`config.mk`:
```
export PLATFORM = sky130hd
export DESIGN_NAME = pgp_port_groups
export DESIGN_NICKNAME = d
export VERILOG_FILES = /design/src/pgp_pkg.sv /design/src/pgp_port_groups.sv
export SDC_FILE = /design/constraint.sdc
export NUM_CORES = 1
export LEC_CHECK = 0
export ABC_AREA = 1
export BUFFER_PORTS_ARGS = -buffer_cell sky130_fd_sc_hd__buf_2
export CORE_ASPECT_RATIO = 1.1
export CORE_MARGIN = 2
export CORE_UTILIZATION = 35
export DETAILED_ROUTE_END_ITERATION = 7
export HOLD_SLACK_MARGIN = 0.03
export RECOVER_POWER = 50
export SYNTH_ARGS = -nofsm -noshare
export SYNTH_HDL_FRONTEND = slang
export SYNTH_SLANG_ARGS = --single-unit
```
`constraint.sdc`:
```
create_clock -name pclk -period 1.55 [get_ports pclk]
set_clock_uncertainty 0.15 [all_clocks]
set_input_delay 0.31 -clock pclk [delete_from_list [all_inputs] [get_ports pclk]]
set_output_delay 0.31 -clock pclk [all_outputs]
set_load 0.01 [all_outputs]
```
`src/pgp_pkg.sv`:
```
// package: register map, field positions and reset values for the port group block
package pgp_pkg;
  localparam int PG4_PINS = 6;
  localparam int DBG_PINS = 5;
  // byte offsets on the apb bus
  localparam logic [7:0] OFS_G4_DATA   = 8'h00;
  localparam logic [7:0] OFS_G4_IOEN   = 8'h04;
  localparam logic [7:0] OFS_G4_PULL   = 8'h08;
  localparam logic [7:0] OFS_G4_IRQF   = 8'h0c;
  localparam logic [7:0] OFS_G4_IRQC   = 8'h10;
  localparam logic [7:0] OFS_G4_DEB    = 8'h14;
  localparam logic [7:0] OFS_G4_MODE   = 8'h18;
  localparam logic [7:0] OFS_G4_FUNC   = 8'h1c;
  localparam logic [7:0] OFS_DG_DATA   = 8'h20;
  localparam logic [7:0] OFS_DG_IOEN   = 8'h24;
  localparam logic [7:0] OFS_DG_PULL   = 8'h28;
  localparam logic [7:0] OFS_DG_IRQF   = 8'h2c;
  localparam logic [7:0] OFS_DG_MODE   = 8'h30;
  localparam logic [7:0] OFS_DG_FUNC   = 8'h34;
  // field positions: upper half fields start at bit 8
  localparam int HI_LSB = 8;
  // reset value and function codes
  localparam logic [4:0] DG_MODE_RST = 5'h07;
  localparam logic [1:0] FN0 = 2'h0;
  localparam logic [1:0] FN2 = 2'h2;
  // debug group: pin 2 is output only in gpio mode
  localparam logic [4:0] DG_IN_MASK = 5'h1b;
  // debounce: number of stable samples at the slow sampling rate
  localparam int DEB_DIV = 100;
  localparam int DEB_SAMPLES = 4;
endpackage

```
`src/pgp_port_groups.sv`:
```
// apb-mapped gpio logic for the six-pin group and the five-pin debug group
`timescale 1ns/1ns
//
// Contract
// group four has six gpio pins, each able to interrupt
// data register: outputs at 13-8, read-only inputs at 5-0
// enable register: input enables 13-8, output enables 5-0, reset zero
// pull register: direction 13-8, pull enable 5-0, reset zero
// six interrupt flags at 5-0, write one clears, zero keeps
// interrupt control: edge select 13-8, interrupt enable 5-0, reset zero
// per-pin debounce enable at 5-0, off after reset
// per-pin mode select at 5-0: zero gpio, one peripheral function
// two-bit function code per pin at 11-0, reset zero
// function zero routes pins 0-3 to converter sensor b, a, reference, oscillation
// debug group has five pins, mode select resets to 0x07
// debug pin 2 output only, no pull, input bits reserved; debug unit mode still sets pin 2 input enable and feeds debug_unit_in
// debug data: inputs 4-3,1-0, bit 2 zero, outputs read/write
// debug enable: input enables 12-11,9-8, bit 10 reserved rw, outputs 4-0
// debug pull: direction 12-8, enables 4-3,1-0, bits 10 and 2 reserved rw
// debug group has no interrupts, flag word reads zero
// debug function code per pin at 9-0, reset zero
// debug function zero routes pins 0-2 to debug unit, two routes 3-4 to clock
// enabled edge sets flag, optionally debounced; irq while flag and enable
// unused bits read zero, fields reset to listed values
//
// register map, one 16-bit register per aligned 32-bit word:
//   0x00 group four pin data         0x20 debug group pin data
//   0x04 group four io enable        0x24 debug group io enable
//   0x08 group four pull control     0x28 debug group pull control
//   0x0c group four irq flags        0x2c debug group irq flags, reads zero
//   0x10 group four irq control      0x30 debug group mode select
//   0x14 group four debounce enable  0x34 debug group function select
//   0x18 group four mode select
//   0x1c group four function select
//
// bus timing: pready is tied high, so every transfer ends in its first
// access cycle; read data is captured at the setup edge and stands until
// the next read setup, which keeps prdata a flip-flop output
//
// pads are taken as synchronous to pclk, so no metastability stage here;
// a pad change shows in the data register one cycle later and sets a flag
// two cycles later with the filter off
//
// the filter samples on a divided tick: DEB_DIV sets the tick period and
// DEB_SAMPLES the differing samples needed before the filtered level moves;
// limitation: three count bits per pin, so DEB_SAMPLES must stay at most 8
//
// reserved read/write bits of the debug enable and pull registers are held
// in the five-bit fields; the pin mask keeps them away from the pads
//
// peripheral routing by function code:
//   group four pins 0-3, code 0: converter sensor b, sensor a, reference,
//                                 oscillation input
//   group four pins 4-5 and every other code: pad idle
//   debug pins 0-2, code 0: debug unit
//   debug pins 3-4, code 2: clock generator oscillator pins
//   any other debug code: pad idle
//
// edge select zero flags a rising edge, one a falling edge; a flag set in
// the cycle of a write-one clear survives, so no edge is lost
//
// after reset every field is zero except the debug mode select, which keeps
// debug pins 0-2 with the debug unit so a probe can attach at once
//
module pgp_port_groups #(
  parameter int DEB_DIV     = pgp_pkg::DEB_DIV,
  parameter int DEB_SAMPLES = pgp_pkg::DEB_SAMPLES
) (
  input  wire logic        pclk,
  input  wire logic        presetn,
  input  wire logic        psel,
  input  wire logic        penable,
  input  wire logic        pwrite,
  input  wire logic [7:0]  paddr,
  input  wire logic [31:0] pwdata,
  output logic      [31:0] prdata,
  output logic             pready,
  output logic             pslverr,
  // group four pads
  input  wire logic [5:0]  grp4_pad_in,
  output logic      [5:0]  grp4_pad_out,
  output logic      [5:0]  grp4_pad_oe,
  output logic      [5:0]  grp4_pad_ie,
  output logic      [5:0]  grp4_pull_en,
  output logic      [5:0]  grp4_pull_up,
  output logic             grp4_irq,
  // converter channel one
  input  wire logic [3:0]  rfc_out,
  input  wire logic [3:0]  rfc_oe,
  output logic      [3:0]  rfc_in,
  // debug group pads
  input  wire logic [4:0]  dbg_pad_in,
  output logic      [4:0]  dbg_pad_out,
  output logic      [4:0]  dbg_pad_oe,
  output logic      [4:0]  dbg_pad_ie,
  output logic      [4:0]  dbg_pull_en,
  output logic      [4:0]  dbg_pull_up,
  // debug unit and clock generator pins
  input  wire logic [2:0]  debug_unit_out,
  input  wire logic [2:0]  debug_unit_oe,
  output logic      [2:0]  debug_unit_in,
  input  wire logic [1:0]  clock_generator_out,
  input  wire logic [1:0]  clock_generator_oe,
  output logic      [1:0]  clock_generator_in
);

  // whole block state; one copy computed, one registered
  typedef struct packed {
    // group four registers
    logic [5:0]  grp4_output_level;
    logic [5:0]  grp4_input_level;
    logic [5:0]  grp4_input_enable;
    logic [5:0]  grp4_output_enable;
    logic [5:0]  grp4_pull_direction;
    logic [5:0]  grp4_pull_enable;
    logic [5:0]  grp4_irq_flag;
    logic [5:0]  grp4_edge_select;
    logic [5:0]  grp4_irq_enable;
    logic [5:0]  grp4_debounce_on;
    logic [5:0]  grp4_periph_mode;
    logic [11:0] grp4_function_code;
    // group four filter and edge state
    logic [5:0]  grp4_prev;
    logic [5:0]  grp4_filt;
    logic [17:0] deb_cnt;
    logic [15:0] div_cnt;
    // debug group registers
    logic [4:0]  dbggrp_output_level;
    logic [4:0]  dbggrp_input_level;
    logic [4:0]  dbggrp_input_enable;
    logic [4:0]  dbggrp_output_enable;
    logic [4:0]  dbggrp_pull_direction;
    logic [4:0]  dbggrp_pull_enable;
    logic [4:0]  dbggrp_periph_mode;
    logic [9:0]  dbggrp_function_code;
    // captured read data
    logic [31:0] prdata;
  } pgp_state_t;

  pgp_state_t st_r;
  pgp_state_t st_nxt;

  // two-bit field of a packed function code word
  function automatic logic [1:0] pgp_fn(input logic [11:0] w, input int idx);
    pgp_fn = w[2*idx +: 2];
  endfunction

  // bus qualifiers, gated inputs and edge terms
  logic       wr_acc;
  logic       rd_acc;
  logic [5:0] g4_in_q;
  logic [5:0] g4_rise;
  logic [5:0] g4_fall;
  logic [5:0] g4_hit;
  logic       tick;

  assign wr_acc  = psel && penable && pwrite;
  assign rd_acc  = psel && penable && !pwrite;
  // zero wait states and no error response
  assign pready  = 1'b1;
  assign pslverr = 1'b0;
  assign prdata  = st_r.prdata;
  // gated input as seen by the edge logic; disabled inputs read low
  assign g4_in_q = grp4_pad_in & st_r.grp4_input_enable;
  assign tick    = (st_r.div_cnt == 16'(DEB_DIV - 1));
  // edge select: zero rising, one falling
  assign g4_rise = st_r.grp4_filt & ~st_r.grp4_prev;
  assign g4_fall = ~st_r.grp4_filt & st_r.grp4_prev;
  assign g4_hit  = ((g4_rise & ~st_r.grp4_edge_select) | (g4_fall & st_r.grp4_edge_select))
                   & st_r.grp4_input_enable;

  // next-state: bus writes, read mux, input sampling, filter and flags
  always_comb begin
    logic [5:0] clr;
    logic [31:0] rd;
    clr    = 6'h00;
    rd     = 32'h0;
    st_nxt = st_r;
    // input sampling; disabled inputs read zero
    st_nxt.grp4_input_level  = g4_in_q;
    st_nxt.dbggrp_input_level = dbg_pad_in & st_r.dbggrp_input_enable & pgp_pkg::DG_IN_MASK;
    // free-running divider for the debounce tick
    st_nxt.div_cnt = tick ? 16'h0 : st_r.div_cnt + 16'h1;
    // debounce: each pin needs DEB_SAMPLES equal samples before the filtered level moves
    // a glitch shorter than one tick is missed or restarts the count
    for (int i = 0; i < pgp_pkg::PG4_PINS; i++) begin
      if (!st_r.grp4_debounce_on[i]) begin
        st_nxt.grp4_filt[i] = g4_in_q[i];
        st_nxt.deb_cnt[3*i +: 3] = 3'h0;
      end else if (tick) begin
        if (g4_in_q[i] == st_r.grp4_filt[i]) begin
          st_nxt.deb_cnt[3*i +: 3] = 3'h0;
        end else if (st_r.deb_cnt[3*i +: 3] == 3'(DEB_SAMPLES - 1)) begin
          st_nxt.grp4_filt[i] = g4_in_q[i];
          st_nxt.deb_cnt[3*i +: 3] = 3'h0;
        end else begin
          st_nxt.deb_cnt[3*i +: 3] = st_r.deb_cnt[3*i +: 3] + 3'h1;
        end
      end
    end
    // previous filtered level for the edge compare
    st_nxt.grp4_prev = st_r.grp4_filt;
    // register writes take effect in the access cycle
    if (wr_acc) begin
      case (paddr)
        // group four
        pgp_pkg::OFS_G4_DATA: st_nxt.grp4_output_level = pwdata[pgp_pkg::HI_LSB +: 6];
        pgp_pkg::OFS_G4_IOEN: begin
          st_nxt.grp4_input_enable  = pwdata[pgp_pkg::HI_LSB +: 6];
          st_nxt.grp4_output_enable = pwdata[5:0];
        end
        pgp_pkg::OFS_G4_PULL: begin
          st_nxt.grp4_pull_direction = pwdata[pgp_pkg::HI_LSB +: 6];
          st_nxt.grp4_pull_enable    = pwdata[5:0];
        end
        pgp_pkg::OFS_G4_IRQF: clr = pwdata[5:0];
        pgp_pkg::OFS_G4_IRQC: begin
          st_nxt.grp4_edge_select = pwdata[pgp_pkg::HI_LSB +: 6];
          st_nxt.grp4_irq_enable  = pwdata[5:0];
        end
        pgp_pkg::OFS_G4_DEB:  st_nxt.grp4_debounce_on   = pwdata[5:0];
        pgp_pkg::OFS_G4_MODE: st_nxt.grp4_periph_mode   = pwdata[5:0];
        pgp_pkg::OFS_G4_FUNC: st_nxt.grp4_function_code = pwdata[11:0];
        // debug group
        pgp_pkg::OFS_DG_DATA: st_nxt.dbggrp_output_level = pwdata[pgp_pkg::HI_LSB +: 5];
        pgp_pkg::OFS_DG_IOEN: begin
          st_nxt.dbggrp_input_enable  = pwdata[pgp_pkg::HI_LSB +: 5];
          st_nxt.dbggrp_output_enable = pwdata[4:0];
        end
        pgp_pkg::OFS_DG_PULL: begin
          st_nxt.dbggrp_pull_direction = pwdata[pgp_pkg::HI_LSB +: 5];
          st_nxt.dbggrp_pull_enable    = pwdata[4:0];
        end
        pgp_pkg::OFS_DG_MODE: st_nxt.dbggrp_periph_mode   = pwdata[4:0];
        pgp_pkg::OFS_DG_FUNC: st_nxt.dbggrp_function_code = pwdata[9:0];
        default: ;
      endcase
    end
    // a new edge in the clearing cycle wins over the clear
    st_nxt.grp4_irq_flag = (st_r.grp4_irq_flag & ~clr) | g4_hit;
    // read data latched in the setup cycle so it stands during access
    case (paddr)
      // group four
      pgp_pkg::OFS_G4_DATA: rd = {18'h0, st_r.grp4_output_level, 2'h0, st_r.grp4_input_level};
      pgp_pkg::OFS_G4_IOEN: rd = {18'h0, st_r.grp4_input_enable, 2'h0, st_r.grp4_output_enable};
      pgp_pkg::OFS_G4_PULL: rd = {18'h0, st_r.grp4_pull_direction, 2'h0, st_r.grp4_pull_enable};
      pgp_pkg::OFS_G4_IRQF: rd = {26'h0, st_r.grp4_irq_flag};
      pgp_pkg::OFS_G4_IRQC: rd = {18'h0, st_r.grp4_edge_select, 2'h0, st_r.grp4_irq_enable};
      pgp_pkg::OFS_G4_DEB:  rd = {26'h0, st_r.grp4_debounce_on};
      pgp_pkg::OFS_G4_MODE: rd = {26'h0, st_r.grp4_periph_mode};
      pgp_pkg::OFS_G4_FUNC: rd = {20'h0, st_r.grp4_function_code};
      // debug group
      pgp_pkg::OFS_DG_DATA: rd = {19'h0, st_r.dbggrp_output_level, 3'h0, st_r.dbggrp_input_level};
      pgp_pkg::OFS_DG_IOEN: rd = {19'h0, st_r.dbggrp_input_enable, 3'h0, st_r.dbggrp_output_enable};
      pgp_pkg::OFS_DG_PULL: rd = {19'h0, st_r.dbggrp_pull_direction, 3'h0, st_r.dbggrp_pull_enable};
      pgp_pkg::OFS_DG_IRQF: rd = 32'h0;
      pgp_pkg::OFS_DG_MODE: rd = {27'h0, st_r.dbggrp_periph_mode};
      pgp_pkg::OFS_DG_FUNC: rd = {22'h0, st_r.dbggrp_function_code};
      default:              rd = 32'h0;
    endcase
    // capture only on a read setup, so writes leave the last read data
    if (psel && !penable && !pwrite) begin
      st_nxt.prdata = rd;
    end
  end

  // single state register
  always_ff @(posedge pclk or negedge presetn) begin
    if (!presetn) begin
      st_r <= '0;
      st_r.dbggrp_periph_mode <= pgp_pkg::DG_MODE_RST;
    end else begin
      st_r <= st_nxt;
    end
  end

  // level request; high until software clears the flag or the enable
  assign grp4_irq = |(st_r.grp4_irq_flag & st_r.grp4_irq_enable);

  // group four pad muxing
  always_comb begin
    grp4_pad_out = st_r.grp4_output_level;
    grp4_pad_oe  = st_r.grp4_output_enable;
    grp4_pad_ie  = st_r.grp4_input_enable;
    grp4_pull_en = st_r.grp4_pull_enable;
    grp4_pull_up = st_r.grp4_pull_direction;
    rfc_in       = 4'h0;
    for (int i = 0; i < pgp_pkg::PG4_PINS; i++) begin
      // peripheral mode: park the pad, then hand it to the routed unit
      // pins 4 and 5 have no peripheral at all
      if (st_r.grp4_periph_mode[i]) begin
        grp4_pad_out[i] = 1'b0;
        grp4_pad_oe[i]  = 1'b0; // unassigned functions leave the pin idle
        grp4_pad_ie[i]  = 1'b0;
        grp4_pull_en[i] = 1'b0;
        if (i < 4 && pgp_fn(st_r.grp4_function_code, i) == pgp_pkg::FN0) begin
          grp4_pad_out[i] = rfc_out[i];
          grp4_pad_oe[i]  = rfc_oe[i];
          grp4_pad_ie[i]  = 1'b1;
          rfc_in[i]       = grp4_pad_in[i];
        end
      end
    end
  end

  // debug group pad muxing; pin 2 has no input or pull in gpio mode
  always_comb begin
    dbg_pad_out        = st_r.dbggrp_output_level;
    dbg_pad_oe         = st_r.dbggrp_output_enable;
    dbg_pad_ie         = st_r.dbggrp_input_enable & pgp_pkg::DG_IN_MASK;
    dbg_pull_en        = st_r.dbggrp_pull_enable & pgp_pkg::DG_IN_MASK;
    dbg_pull_up        = st_r.dbggrp_pull_direction & pgp_pkg::DG_IN_MASK;
    debug_unit_in      = 3'h0;
    clock_generator_in = 2'h0;
    for (int i = 0; i < pgp_pkg::DBG_PINS; i++) begin
      if (st_r.dbggrp_periph_mode[i]) begin
        dbg_pad_out[i] = 1'b0;
        dbg_pad_oe[i]  = 1'b0;
        dbg_pad_ie[i]  = 1'b0;
        dbg_pull_en[i] = 1'b0;
        // unassigned codes leave the pin idle
        if (i < 3 && pgp_fn({2'h0, st_r.dbggrp_function_code}, i) == pgp_pkg::FN0) begin
          dbg_pad_out[i]   = debug_unit_out[i];
          dbg_pad_oe[i]    = debug_unit_oe[i];
          dbg_pad_ie[i]    = 1'b1;
          debug_unit_in[i] = dbg_pad_in[i];
        end else if (i >= 3 && pgp_fn({2'h0, st_r.dbggrp_function_code}, i) == pgp_pkg::FN2) begin
          dbg_pad_out[i]            = clock_generator_out[i-3];
          dbg_pad_oe[i]             = clock_generator_oe[i-3];
          dbg_pad_ie[i]             = 1'b1;
          clock_generator_in[i-3]   = dbg_pad_in[i];
        end
      end
    end
  end

endmodule

```
Word level (Yosys, flattened, before mapping)

Index checks and enable logic that the tools add are counted.

Register bits: 200
Bits in latches: 0
Bits in read-only memories: 0
Output and inout bits: 99
Memories: 0
RAM bits: 0
Input bits: 74

Equality and inequality tests: 45
$lt $le $gt $ge: 0
Divide/modulo/power cells: 0
Shifts and indexed selects: 0
Reductions and logical operators: 33
Bitwise operators: 15
$mul: 0
$add $sub $neg: 7
Mux-type cells: 140

Operators with widths:

| operator                | count |
|---|---|
| $pmux W14 S13           | 1 |
| $mux W1                 | 112 |
| $mux W3                 | 24 |
| $and A6 B6 Y6           | 8 |
| $eq A8 B6 Y1 const B    | 5 |
| $eq A8 B5 Y1 const B    | 4 |
| $ne A2 B1 Y1 const B    | 12 |
| $not A6 Y6              | 4 |
| $reduce_and A2 Y1       | 12 |
| $add A3 B1 Y3 const B   | 6 |
| $eq A3 B2 Y1 const B    | 6 |
| $reduce_and A3 Y1       | 6 |
| $add A16 B1 Y16 const B | 1 |
| $eq A16 B7 Y1 const B   | 1 |
| $eq A8 B4 Y1 const B    | 2 |
| $mux W16                | 1 |
| $logic_not A2 Y1        | 7 |
| $mux W6                 | 2 |
| $ne A2 B2 Y1 const B    | 6 |
| $or A6 B6 Y6            | 2 |
| $eq A8 B3 Y1 const B    | 1 |
| $logic_not A8 Y1        | 1 |
| $eq A1 B1 Y1            | 6 |
| $reduce_or A6 Y1        | 1 |
| other kinds (4)         | 9 |

Longest topological paths before layout

Gate-level depths: netlist (run 1).

Depth in word-level cells: 6
Mapped depth: 12
Depth with buffers taken out: 11

Worst setup path after synthesis (run 1)

Ideal clock, no wire load.

Path type: reg2reg
From: reg st_r[77] (netlist name)
To: reg st_r[89] (netlist name)
Buffers on the path: 0
Arrival time: 1.350 ns
Path slack: -0.013 ns
Cell stages (with the launch flop): 10
Cells stage by stage: dfrtp_1 > ha_1 > nand2_1 > nor2_1 > nand3_1 > nor2_1 > inv_1 > o21ai_0 > nand3_1 > inv_1

RTL lines:

| what                   | line                   | text |
|---|---|---|
| start, declared        | pgp_port_groups.sv:140 | `pgp_state_t st_r;` |
| start signal, assigned | pgp_port_groups.sv:273 | `st_r <= st_nxt;` |

Worst setup path after layout (run 1)

From: reg st_r[148] (netlist name)
To: out grp4_irq

Cells in the longest elaborated chain, start to end: 2

RTL lines:

| what             | line                   | text |
|---|---|---|
| $and A6 B6 Y6    | pgp_port_groups.sv:278 | `assign grp4_irq = \|(st_r.grp4_irq_flag & st_r.grp4_irq_enable);` |
| $reduce_or A6 Y1 | pgp_port_groups.sv:278 |  |
| end, declared    | pgp_port_groups.sv:86  | `output logic grp4_irq,` |

Every way passes these cells.

==> results.sh, run 1 <==
export IMPL_r2r_end="st_r[82]$_DFF_PN0_"
export IMPL_pre_cts_ws_ns=-0.344
export IMPL_leakage_uw=0.00652
export IMPL_post_route_drc_count=0
export IMPL_die_w_microns=159
export IMPL_rsz0062_at_grt="yes"
export IMPL_wirelength_microns=30200
export IMPL_fmax_mhz=497
export IMPL_crit_arrival_ns=1.55
export IMPL_grt_pass1_wl_microns=46400
export IMPL_fin_crit_sh=1.30
export IMPL_yosysWarningCount=0
export IMPL_ios=173
export IMPL_ys_seq_area_frac=0.490
export IMPL_antenna_found_initial=1
export IMPL_clkLatencyLatePin_ns=0.45
export IMPL_maxCapViolations=0
export IMPL_setup_viol=79
export IMPL_max_clock_path_buffers=2
export IMPL_hold_class="input port to flip-flop"
export IMPL_period_needed_ns=2.01
export IMPL_core_sq_um=26100
export IMPL_hpwl_microns=22100
export IMPL_fin_setup_tns_ns=-12.33
export IMPL_grt_pass1_vias=8407
export IMPL_synth_flop_cell="dfrtp_1"
export IMPL_setup_worst_path_start_class="flip-flop"
export IMPL_place_area_sq_um=11000
export IMPL_synth_top_area_frac=0.482
export IMPL_postSynthAreaPerCell_sq_um=7.62
export IMPL_crit_end="grp4_irq"
export IMPL_synth_area_sq_um=9300
export IMPL_die_area_sq_um=27900
export IMPL_drt_iter0_markers=637
export IMPL_numCtsBuffers=17
export IMPL_vias=8764
export IMPL_port_buffers=132
export IMPL_cp_required_ns=1.09
export IMPL_status="finished, violations left"
export IMPL_report_final_hold_viol_count=0
export IMPL_yosysUniqueCellTypes=34
export IMPL_r2r_start="st_r[77]$_DFF_PN0_"
export IMPL_end_kind="output pin"
export IMPL_rows=62
export IMPL_dpl_cell_count=1757
export IMPL_track_usage=0.216
export IMPL_failed_checks="negative setup slack"
export IMPL_drv_slew=0
export IMPL_dieHeight_microns=175
export IMPL_ys_seq_elements=182
export IMPL_area_delta_synth_final_pct=37.7
export IMPL_drive_above_1_share=0.326
export IMPL_synth_edf_count=0
export IMPL_synth_area_leader_cell="dfrtp_1"
export IMPL_nFillCells=2533
export IMPL_initial_core_util=0.356
export IMPL_synth_area_leaders="dfrtp_1, nand2_1, o21ai_0, inv_1, nand3_1"
export IMPL_p_per_area_nw_per_um2=803
export IMPL_rr_worst_depth=10
export IMPL_worst_pin_slew_ns=0.724
export IMPL_cts_tree="built"
export IMPL_worst_slack_ns=-0.463
export IMPL_timing_critical_path_from="st_r[148]$_DFFE_PN0P_"
export IMPL_clock_sinks=182
export IMPL_async_flop_share=1.00
export IMPL_drt_first_pass_iters=5
export IMPL_grt_max_degree=45
export IMPL_fin_area_sq_um=12800
export IMPL_netlist_instances=1221
export IMPL_crit_type="flip-flop to output pin"
export IMPL_htreeDepth=4
export IMPL_post_drt_wl_per_cell_microns=16.4
export IMPL_crit_path_max_fanout=2
export IMPL_peakVddDrop_mv=0.549
export IMPL_fin_nets=1558
export IMPL_overflow=0
export IMPL_path_clk_slew_ns=0.07
export IMPL_diodes=0
export IMPL_rrSetupSlack_ns=-0.11
export IMPL_cts_root_buf="clkbuf_16"
export IMPL_finalNonFillerCells=1842
export IMPL_place_congestion=0.896
export IMPL_antenna_left=0
export IMPL_slew_headroom=0.517
export IMPL_post_drt_via_cell_ratio=4.76
worst min-delay path by stage:
stage | start | endpoint | slack (ns) | cells past startpoint
after CTS | pwrite | prdata[5]$_DFFE_PN0P_ | 0.03 | 4
after global placement | presetn | st_r[94]$_DFFE_PN0P_ | 0.05 | 1
after global routing | pwdata[4] | st_r[163]$_DFF_PN0_ | 0.05 | 4
after floorplan | presetn | dbg_pull_up[0]$_DFFE_PN0P_ | -0.14 | 0
after detailed placement | presetn | st_r[94]$_DFFE_PN0P_ | 0.06 | 1
final | pwdata[4] | st_r[163]$_DFF_PN0_ | 0.04 | 4
kinds of logic (layout without fill, tap and decap cells):
group	Yosys count	count (layout)	share of synthesized area
fa+ha+maj	7	7	0.00941
buf+inv	243	492	0.119
compound gates	208	208	0.116
xor+xnor	9	9	0.00847
simple gates	570	570	0.256
flops	182	182	0.490
other cells	2	22	0.000807
metal layers:
metal	GRT usage	routed length (microns)	up-vias
met1	0.295	13400	4163
met2	0.361	14600	270
li1	-	-	4292
met3	0.0337	1600	39
met4	0.0553	522	0
met5	0	0	-
cells in the final DEF, fill, tap and decap left out, drive strengths merged:
cell type    netlist  layout
a21oi             11      11
a221oi             1       1
a22o               1       1
a32o               2       2
and3               1       1
buf               61     272
bufinv             0       4
clkbuf            15      30
clkinv             1       3
conb               2      22
dfrtp            179     179
dfstp              3       3
dlygate4sd3        0      11
ha                 7       7
inv              166     172
nand2            372     372
nand3             90      90
nand3b             3       3
nand4              1       1
nor2             100     100
nor3               3       3
o211ai             1       1
o21a               1       1
o21ai            181     181
o21bai             2       2
o22ai              6       6
o2bb2ai            1       1
o31ai              1       1
xor2               9       9
state kept, by name (all words and copies together) (netlist names):
register / flops
dbg_pull_up: 4
grp4_pull_up: 6
prdata: 14
st_nxt: 6
st_r: 152
power by group:
group / internal, uW / switching [uW] / total, uW
registers: 4800 / 55.2 / 4850
clock network: 2780 / 1990 / 4780
logic: 232 / 425 / 656
final cells by class:
class	instances	area [sq um]	share of cell area
Sequential cell	182	4570	0.357
Tap cell	352	440	0.0344
Clock buffer	20	447	0.0349
Clock inverter	12	189	0.0148
Inverter	167	639	0.0499
Multi-Input combinational cell	816	4310	0.336
Timing Repair Buffer	293	2210	0.173
worst max-delay path: stages, from the launching register on:
cell,delay [ns]
dfrtp_1,0.39
a22o_1,0.24
a221oi_2,0.16
nand3_1,0.15
buf_2,0.17
synthesized netlist by cell type, types with 2 or more instances:
master	count
dfstp_2	3
a32o_1	2
nor2_4	9
nand3_1	87
o21ai_0	156
dfrtp_1	179
nand3b_1	3
nand2_1	366
xor2_1	9
nor3_1	3
nor2_2	6
o22ai_1	6
conb_1	2
nand3_2	3
inv_2	5
clkbuf_1	15
buf_2	15
inv_1	161
buf_4	46
a21oi_1	11
ha_1	7
nand2_2	6
o21bai_1	2
o21ai_1	25
nor2_1	85
per-stage QoR:
| stage | total power [uW] | hold WS, ns | util |
|---|---|---|---|
| after detailed placement | 5530 | 0.0554 | 0.422 |
| final | 10300 | 0.0440 | 0.490 |
| after global routing | 10600 | 0.0534 | 0.490 |
| after global placement | 5520 | 0.0527 | 0.422 |
| after CTS | 10300 | 0.0327 | 0.471 |
| after floorplan | 5180 | -0.136 | - |
what timing repair did:
| item | CTS | global route |
|---|---|---|
| resized for setup | 115 | 150 |
| pin swaps | 40 | 36 |
| hold buffers | 11 | 0 |
| buffers inserted | 30 | 11 |
| setup endpoints to repair | 74 | 95 |
| gates cloned | 1 | 0 |
| endpoints found under the hold margin | 190 | 0 |
Power figures use the tool's default switching activity.
==> run 2: changes to the inputs <==
--- a/config.mk
+++ b/config.mk
@@ -7,12 +7,12 @@
 export LEC_CHECK = 0
 export ABC_AREA = 1
 export BUFFER_PORTS_ARGS = -buffer_cell sky130_fd_sc_hd__buf_2
-export CORE_ASPECT_RATIO = 1.1
 export CORE_MARGIN = 2
 export CORE_UTILIZATION = 35
 export DETAILED_ROUTE_END_ITERATION = 7
 export HOLD_SLACK_MARGIN = 0.03
 export RECOVER_POWER = 50
+export SKIP_CTS_REPAIR_TIMING = 1
 export SYNTH_ARGS = -nofsm -noshare
 export SYNTH_HDL_FRONTEND = slang
 export SYNTH_SLANG_ARGS = --single-unit
==> run 2 against run 1 <==
Effect of this change:
- the flow still finishes with violations (negative setup slack)
- global-route usage down 0.87 points
- utilization down 0.24 points
- fmax fell by 1.2%
- cell count fell by 0.76%
- critical path depth is the same
- sequential power is essentially flat
- worst setup slack worse by 0.024 ns
- non-clock buffer count grew 3
- power fell by 3.8%
- first-iteration DRC count up 1.6%
- clock power is 8.6% lower
- combinational power is 2% higher
- largest power group unchanged
==> results.sh, run 2 (same netlist as run 1, synthesis figures left out) <==
export IMPL_crit_type="flip-flop to output pin"
export IMPL_dieHeight_microns=167
export IMPL_post_route_drc_count=0
export IMPL_failed_checks="negative setup slack"
export IMPL_top_register="st_r"
export IMPL_period_needed_ns=2.04
export IMPL_rsz0062_at_grt="yes"
export IMPL_wirelength_microns=29800
export IMPL_slew_headroom=0.492
export IMPL_layout_common_cells="nand2_1, dfrtp_1, inv_1"
export IMPL_fin_area_sq_um=12700
export IMPL_cts_root_buf="clkbuf_16"
export IMPL_peakVddDrop_mv=0.622
export IMPL_drive_above_1_share=0.322
export IMPL_post_drt_via_cell_ratio=4.83
export IMPL_numCtsBuffers=17
export IMPL_cts_tree="built"
export IMPL_ios=173
export IMPL_multi_input_area_sq_um=4300
export IMPL_core_sq_um=26100
export IMPL_place_area_sq_um=10900
export IMPL_die_w_microns=167
export IMPL_leakage_uw=0.00652
export IMPL_crit_arrival_ns=1.58
export IMPL_whs_ns=0.0216
export IMPL_setup_worst_path_start_class="flip-flop"
export IMPL_grt_max_degree=45
export IMPL_dpl_cell_count=1742
export IMPL_post_drt_wl_per_cell_microns=16.3
export IMPL_antenna_left=0
export IMPL_crit_path_max_fanout=2
export IMPL_rows=59
export IMPL_finalNonFillerCells=1828
export IMPL_hold_class="input port to flip-flop"
export IMPL_path_clk_slew_ns=0.07
export IMPL_clkLatencyLatePin_ns=0.44
export IMPL_status="finished, violations left"
export IMPL_drv_slew=0
export IMPL_fin_nets=1561
export IMPL_final_util=0.487
export IMPL_fmax_mhz=491
export IMPL_p_per_area_nw_per_um2=778
export IMPL_diodes=0
export IMPL_worst_pin_slew_ns=0.761
export IMPL_drt_first_pass_iters=5
export IMPL_grt_pass1_wl_microns=44800
export IMPL_fin_crit_sh=1.31
export IMPL_max_clock_path_buffers=2
export IMPL_regArea_sq_um=4570
export IMPL_antenna_found_initial=0
export IMPL_track_usage=0.208
export IMPL_grt_pass1_vias=8125
export IMPL_setup_viol=63
export IMPL_largest_reg_flops=152
export IMPL_nFillCells=2532
export IMPL_overflow=0
export IMPL_vias=8834
export IMPL_htreeDepth=4
export IMPL_mostFrequentLayoutCell="nand2_1"
export IMPL_clock_sinks=182
export IMPL_report_final_hold_viol_count=0
export IMPL_initial_core_util=0.357
export IMPL_area_delta_synth_final_pct=36.6
export IMPL_worst_slack_ns=-0.487
export IMPL_cp_required_ns=1.09
export IMPL_end_kind="output pin"
export IMPL_maxCapViolations=0
export IMPL_port_buffers=132
export IMPL_place_congestion=0.923
export IMPL_hpwl_microns=22000
export IMPL_drt_iter0_markers=647
export IMPL_die_area_sq_um=27900
-- run 2: cell count changes in the layout (fill, tap and decap cells not counted), sizes merged --
cell / change
buf: +13
bufinv: -3
clkbuf: -10
clkinv: +2
dlygate4sd3: -3
inv: +4
-- run 2: layout make-up --
cell class | count | share of cell area
clock inverter | 15 | 0.0122
tap | 335 | 0.0330
multi-input combinational | 816 | 0.338
clock buffer | 17 | 0.0335
sequential | 182 | 0.360
inverter | 167 | 0.0497
timing repair buffer | 296 | 0.174
-- run 2: path summary, 6_finish.rpt --
kind,from,endpoint,slack [ns],cells past startpoint
min reg2reg,st_nxt[117]$_DFFE_PN0P_,st_r[117]$_DFF_PN0_,0.26,0
min in group asynchronous,presetn,st_r[200]$_DFFE_PN0P_,0.33,2
max in group asynchronous,presetn,st_r[136]$_DFFE_PN0P_,0.11,3
min,grp4_pad_in[1],st_r[190]$_DFF_PN0_,0.02,3
max reg2reg,st_r[86]$_DFF_PN0_,st_r[99]$_DFFE_PN0P_,-0.06,8
max,st_r[148]$_DFFE_PN0P_,grp4_irq,-0.49,4
-- run 2: through the flow --
stage / power [uW] / setup WS, ns / TNS (ns)
floorplan: 5180 / 0.00891 / 0
global placement: 5520 / -0.354 / -29.84
detailed placement: 5530 / -0.366 / -31.86
CTS: 9870 / -0.590 / -16.94
global route: 10200 / -0.587 / -17.74
finish: 9890 / -0.487 / -12.60
-- run 2: worst max-delay path: stages (launching register included) --
cell      delay [ns]
dfrtp_1         0.39
a22o_1          0.24
a221oi_2        0.17
nand3_1         0.16
buf_2           0.18
-- run 2: power breakdown --
part,total [uW],leakage [uW],internal (uW),switching [uW]
logic,672,0.00375,242,430
clock network,4370,0.000291,2290,2080
registers,4850,0.00248,4790,54.4
total,9890,0.00652,7330,2560
-- run 2: metal layers --
layer	track usage	up-vias	wire length [microns]
met5	0	-	0
met4	0.0558	0	470
met3	0.0406	40	2040
met2	0.320	316	13600
met1	0.299	4175	13700
li1	-	4303	-
==> run 3: changes to the inputs <==
--- a/config.mk
+++ b/config.mk
@@ -12,6 +12,7 @@
 export DETAILED_ROUTE_END_ITERATION = 7
 export HOLD_SLACK_MARGIN = 0.03
 export RECOVER_POWER = 50
+export REMOVE_ABC_BUFFERS = 1
 export SKIP_CTS_REPAIR_TIMING = 1
 export SYNTH_ARGS = -nofsm -noshare
 export SYNTH_HDL_FRONTEND = slang
==> run 3 against run 2 <==
Effect of this change:
- combinational power increased by 0.7%
- via count grew 1.8%
- first-iteration DRC count up 5.7%
- power down 2.2%
- the flow still finishes with violations (negative setup slack)
- critical path depth increased by 1
- largest power group unchanged
- flip-flop and latch count unchanged
- cell count shrank 0.44%
- final area about the same
- fmax down 4.7%
- non-clock buffer count decreased by 6
- register-to-register slack worse by 0.09 ns
==> results.sh, run 3 (same netlist as run 1, synthesis figures left out) <==
export IMPL_status="finished, violations left"
export IMPL_failed_checks="negative setup slack"
export IMPL_dieHeight_microns=167
export IMPL_min_path_cells=3
export IMPL_whs_ns=0.00264
export IMPL_crit_path_max_fanout=2
export IMPL_p_per_area_nw_per_um2=761
export IMPL_antenna_left=0
export IMPL_setup_worst_path_start_class="flip-flop"
export IMPL_wirelength_microns=30000
export IMPL_layout_common_cells="nand2_1, dfrtp_1, inv_1"
export IMPL_min_from="grp4_pad_in[5]"
export IMPL_cts_root_buf="clkbuf_16"
export IMPL_post_route_drc_count=0
export IMPL_ios=173
export IMPL_post_drt_wl_per_cell_microns=16.5
export IMPL_min_to="st_r[194]$_DFF_PN0_"
export IMPL_rrSetupSlack_ns=-0.15
export IMPL_cts_tree="built"
export IMPL_max_clock_path_buffers=2
export IMPL_report_final_hold_viol_count=0
export IMPL_place_area_sq_um=10900
export IMPL_track_usage=0.205
export IMPL_largest_reg_flops=152
export IMPL_path_clk_slew_ns=0.07
export IMPL_grt_max_degree=40
export IMPL_vias=8994
export IMPL_diodes=0
export IMPL_worst_pin_slew_ns=1.09
export IMPL_post_drt_via_cell_ratio=4.94
export IMPL_place_congestion=0.909
export IMPL_initial_core_util=0.357
export IMPL_grt_pass1_vias=8103
export IMPL_period_needed_ns=2.14
export IMPL_maxCapViolations=0
export IMPL_core_sq_um=26100
export IMPL_peakVddDrop_mv=0.599
export IMPL_cpMaxStageDelayCell="dfrtp_1"
export IMPL_rsz0062_at_grt="yes"
export IMPL_drt_first_pass_iters=5
export IMPL_hold_class="input port to flip-flop"
export IMPL_leakage_uw=0.00648
export IMPL_die_w_microns=167
export IMPL_die_area_sq_um=27900
export IMPL_max_stage_delay_ns=0.42
export IMPL_fin_area_sq_um=12700
export IMPL_drt_iter0_markers=684
export IMPL_drv_slew=0
export IMPL_cp_required_ns=1.09
export IMPL_setup_viol=88
export IMPL_port_buffers=132
export IMPL_clock_sinks=182
export IMPL_drive_above_1_share=0.332
export IMPL_slew_headroom=0.276
export IMPL_crit_arrival_ns=1.68
export IMPL_rows=59
export IMPL_hpwl_microns=21800
export IMPL_r2r_end="st_nxt[117]$_DFFE_PN0P_"
export IMPL_htreeDepth=4
export IMPL_crit_chain="a22o_1 -> a221oi_2 -> buf_4 -> nand3_4 -> buf_6"
export IMPL_fin_crit_sh=1.38
export IMPL_grt_pass1_wl_microns=44500
export IMPL_end_kind="output pin"
export IMPL_overflow=0
export IMPL_numCtsBuffers=17
export IMPL_r2r_start="st_r[77]$_DFF_PN0_"
export IMPL_antenna_found_initial=0
export IMPL_mostFrequentLayoutCell="nand2_1"
export IMPL_clkLatencyLatePin_ns=0.43
export IMPL_crit_type="flip-flop to output pin"
export IMPL_fin_nets=1555
export IMPL_fmax_mhz=468
export IMPL_rr_worst_depth=11
export IMPL_top_register="st_r"
export IMPL_area_delta_synth_final_pct=36.5
export IMPL_worst_slack_ns=-0.588
==> run 3: power by group <==
| group | internal (uW) | switching, uW |
|---|---|---|
| Sequential | 4800 | 54.2 |
| Combinational | 244 | 433 |
| Clock | 2250 | 1890 |
| Total | 7290 | 2380 |
==> run 3: worst max-delay path: cells and delay by family (launching register included) <==
family	cells	cell delay (ns)
AOI/OAI and AO/OA	2	0.44
and+or+nand+nor	1	0.08
buffers and inverters	2	0.30
DFF	1	0.42
==> run 3: per-layer routing <==
metal  part of all wire  vias up  track usage
met5                  0        -            0
met4              0.014        0       0.0502
met3              0.064       29       0.0290
met2               0.46      342        0.318
met1               0.46     4319        0.302
li1                   -     4304            -
==> run 3: final cells by class <==
| type | instances | area (sq um) |
|---|---|---|
| clock buffer | 20 | 447 |
| clock inverter | 10 | 103 |
| fill | 2549 | 13400 |
| inverter | 167 | 637 |
| multi-input combinational | 816 | 4340 |
| sequential | 182 | 4570 |
| tap | 335 | 419 |
| timing repair buffer | 290 | 2190 |
==> run 3: worst max-delay path by stage <==
| stage | from | endpoint | slack [ns] | cells after the start |
|---|---|---|---|---|
| final | st_r[159]$_DFF_PN0_ | grp4_irq | -0.59 | 5 |
| after global routing | st_r[159]$_DFF_PN0_ | grp4_irq | -0.62 | 5 |
| after CTS | st_r[160]$_DFF_PN0_ | grp4_irq | -0.73 | 5 |
| after floorplan | psel | prdata[13]$_DFFE_PN0P_ | -0.42 | 5 |
| after global placement | paddr[1] | prdata[10]$_DFFE_PN0P_ | -0.42 | 10 |
| after detailed placement | paddr[1] | prdata[10]$_DFFE_PN0P_ | -0.45 | 10 |
==> run 3: stage by stage <==
| step | setup TNS (ns) | power [uW] | setup WS [ns] | util | cells |
|---|---|---|---|---|---|
| after detailed placement | -34.29 | 5530 | -0.447 | 0.417 | 1731 |
| after global routing | -34.25 | 9970 | -0.615 | 0.487 | 1820 |
| after global placement | -31.00 | 5520 | -0.425 | 0.417 | 1731 |
| after CTS | -17.56 | 9630 | -0.735 | 0.438 | 1761 |
| final | -15.72 | 9670 | -0.588 | 0.487 | 1820 |
| after floorplan | -9.77 | 5120 | -0.423 | - | 1165 |
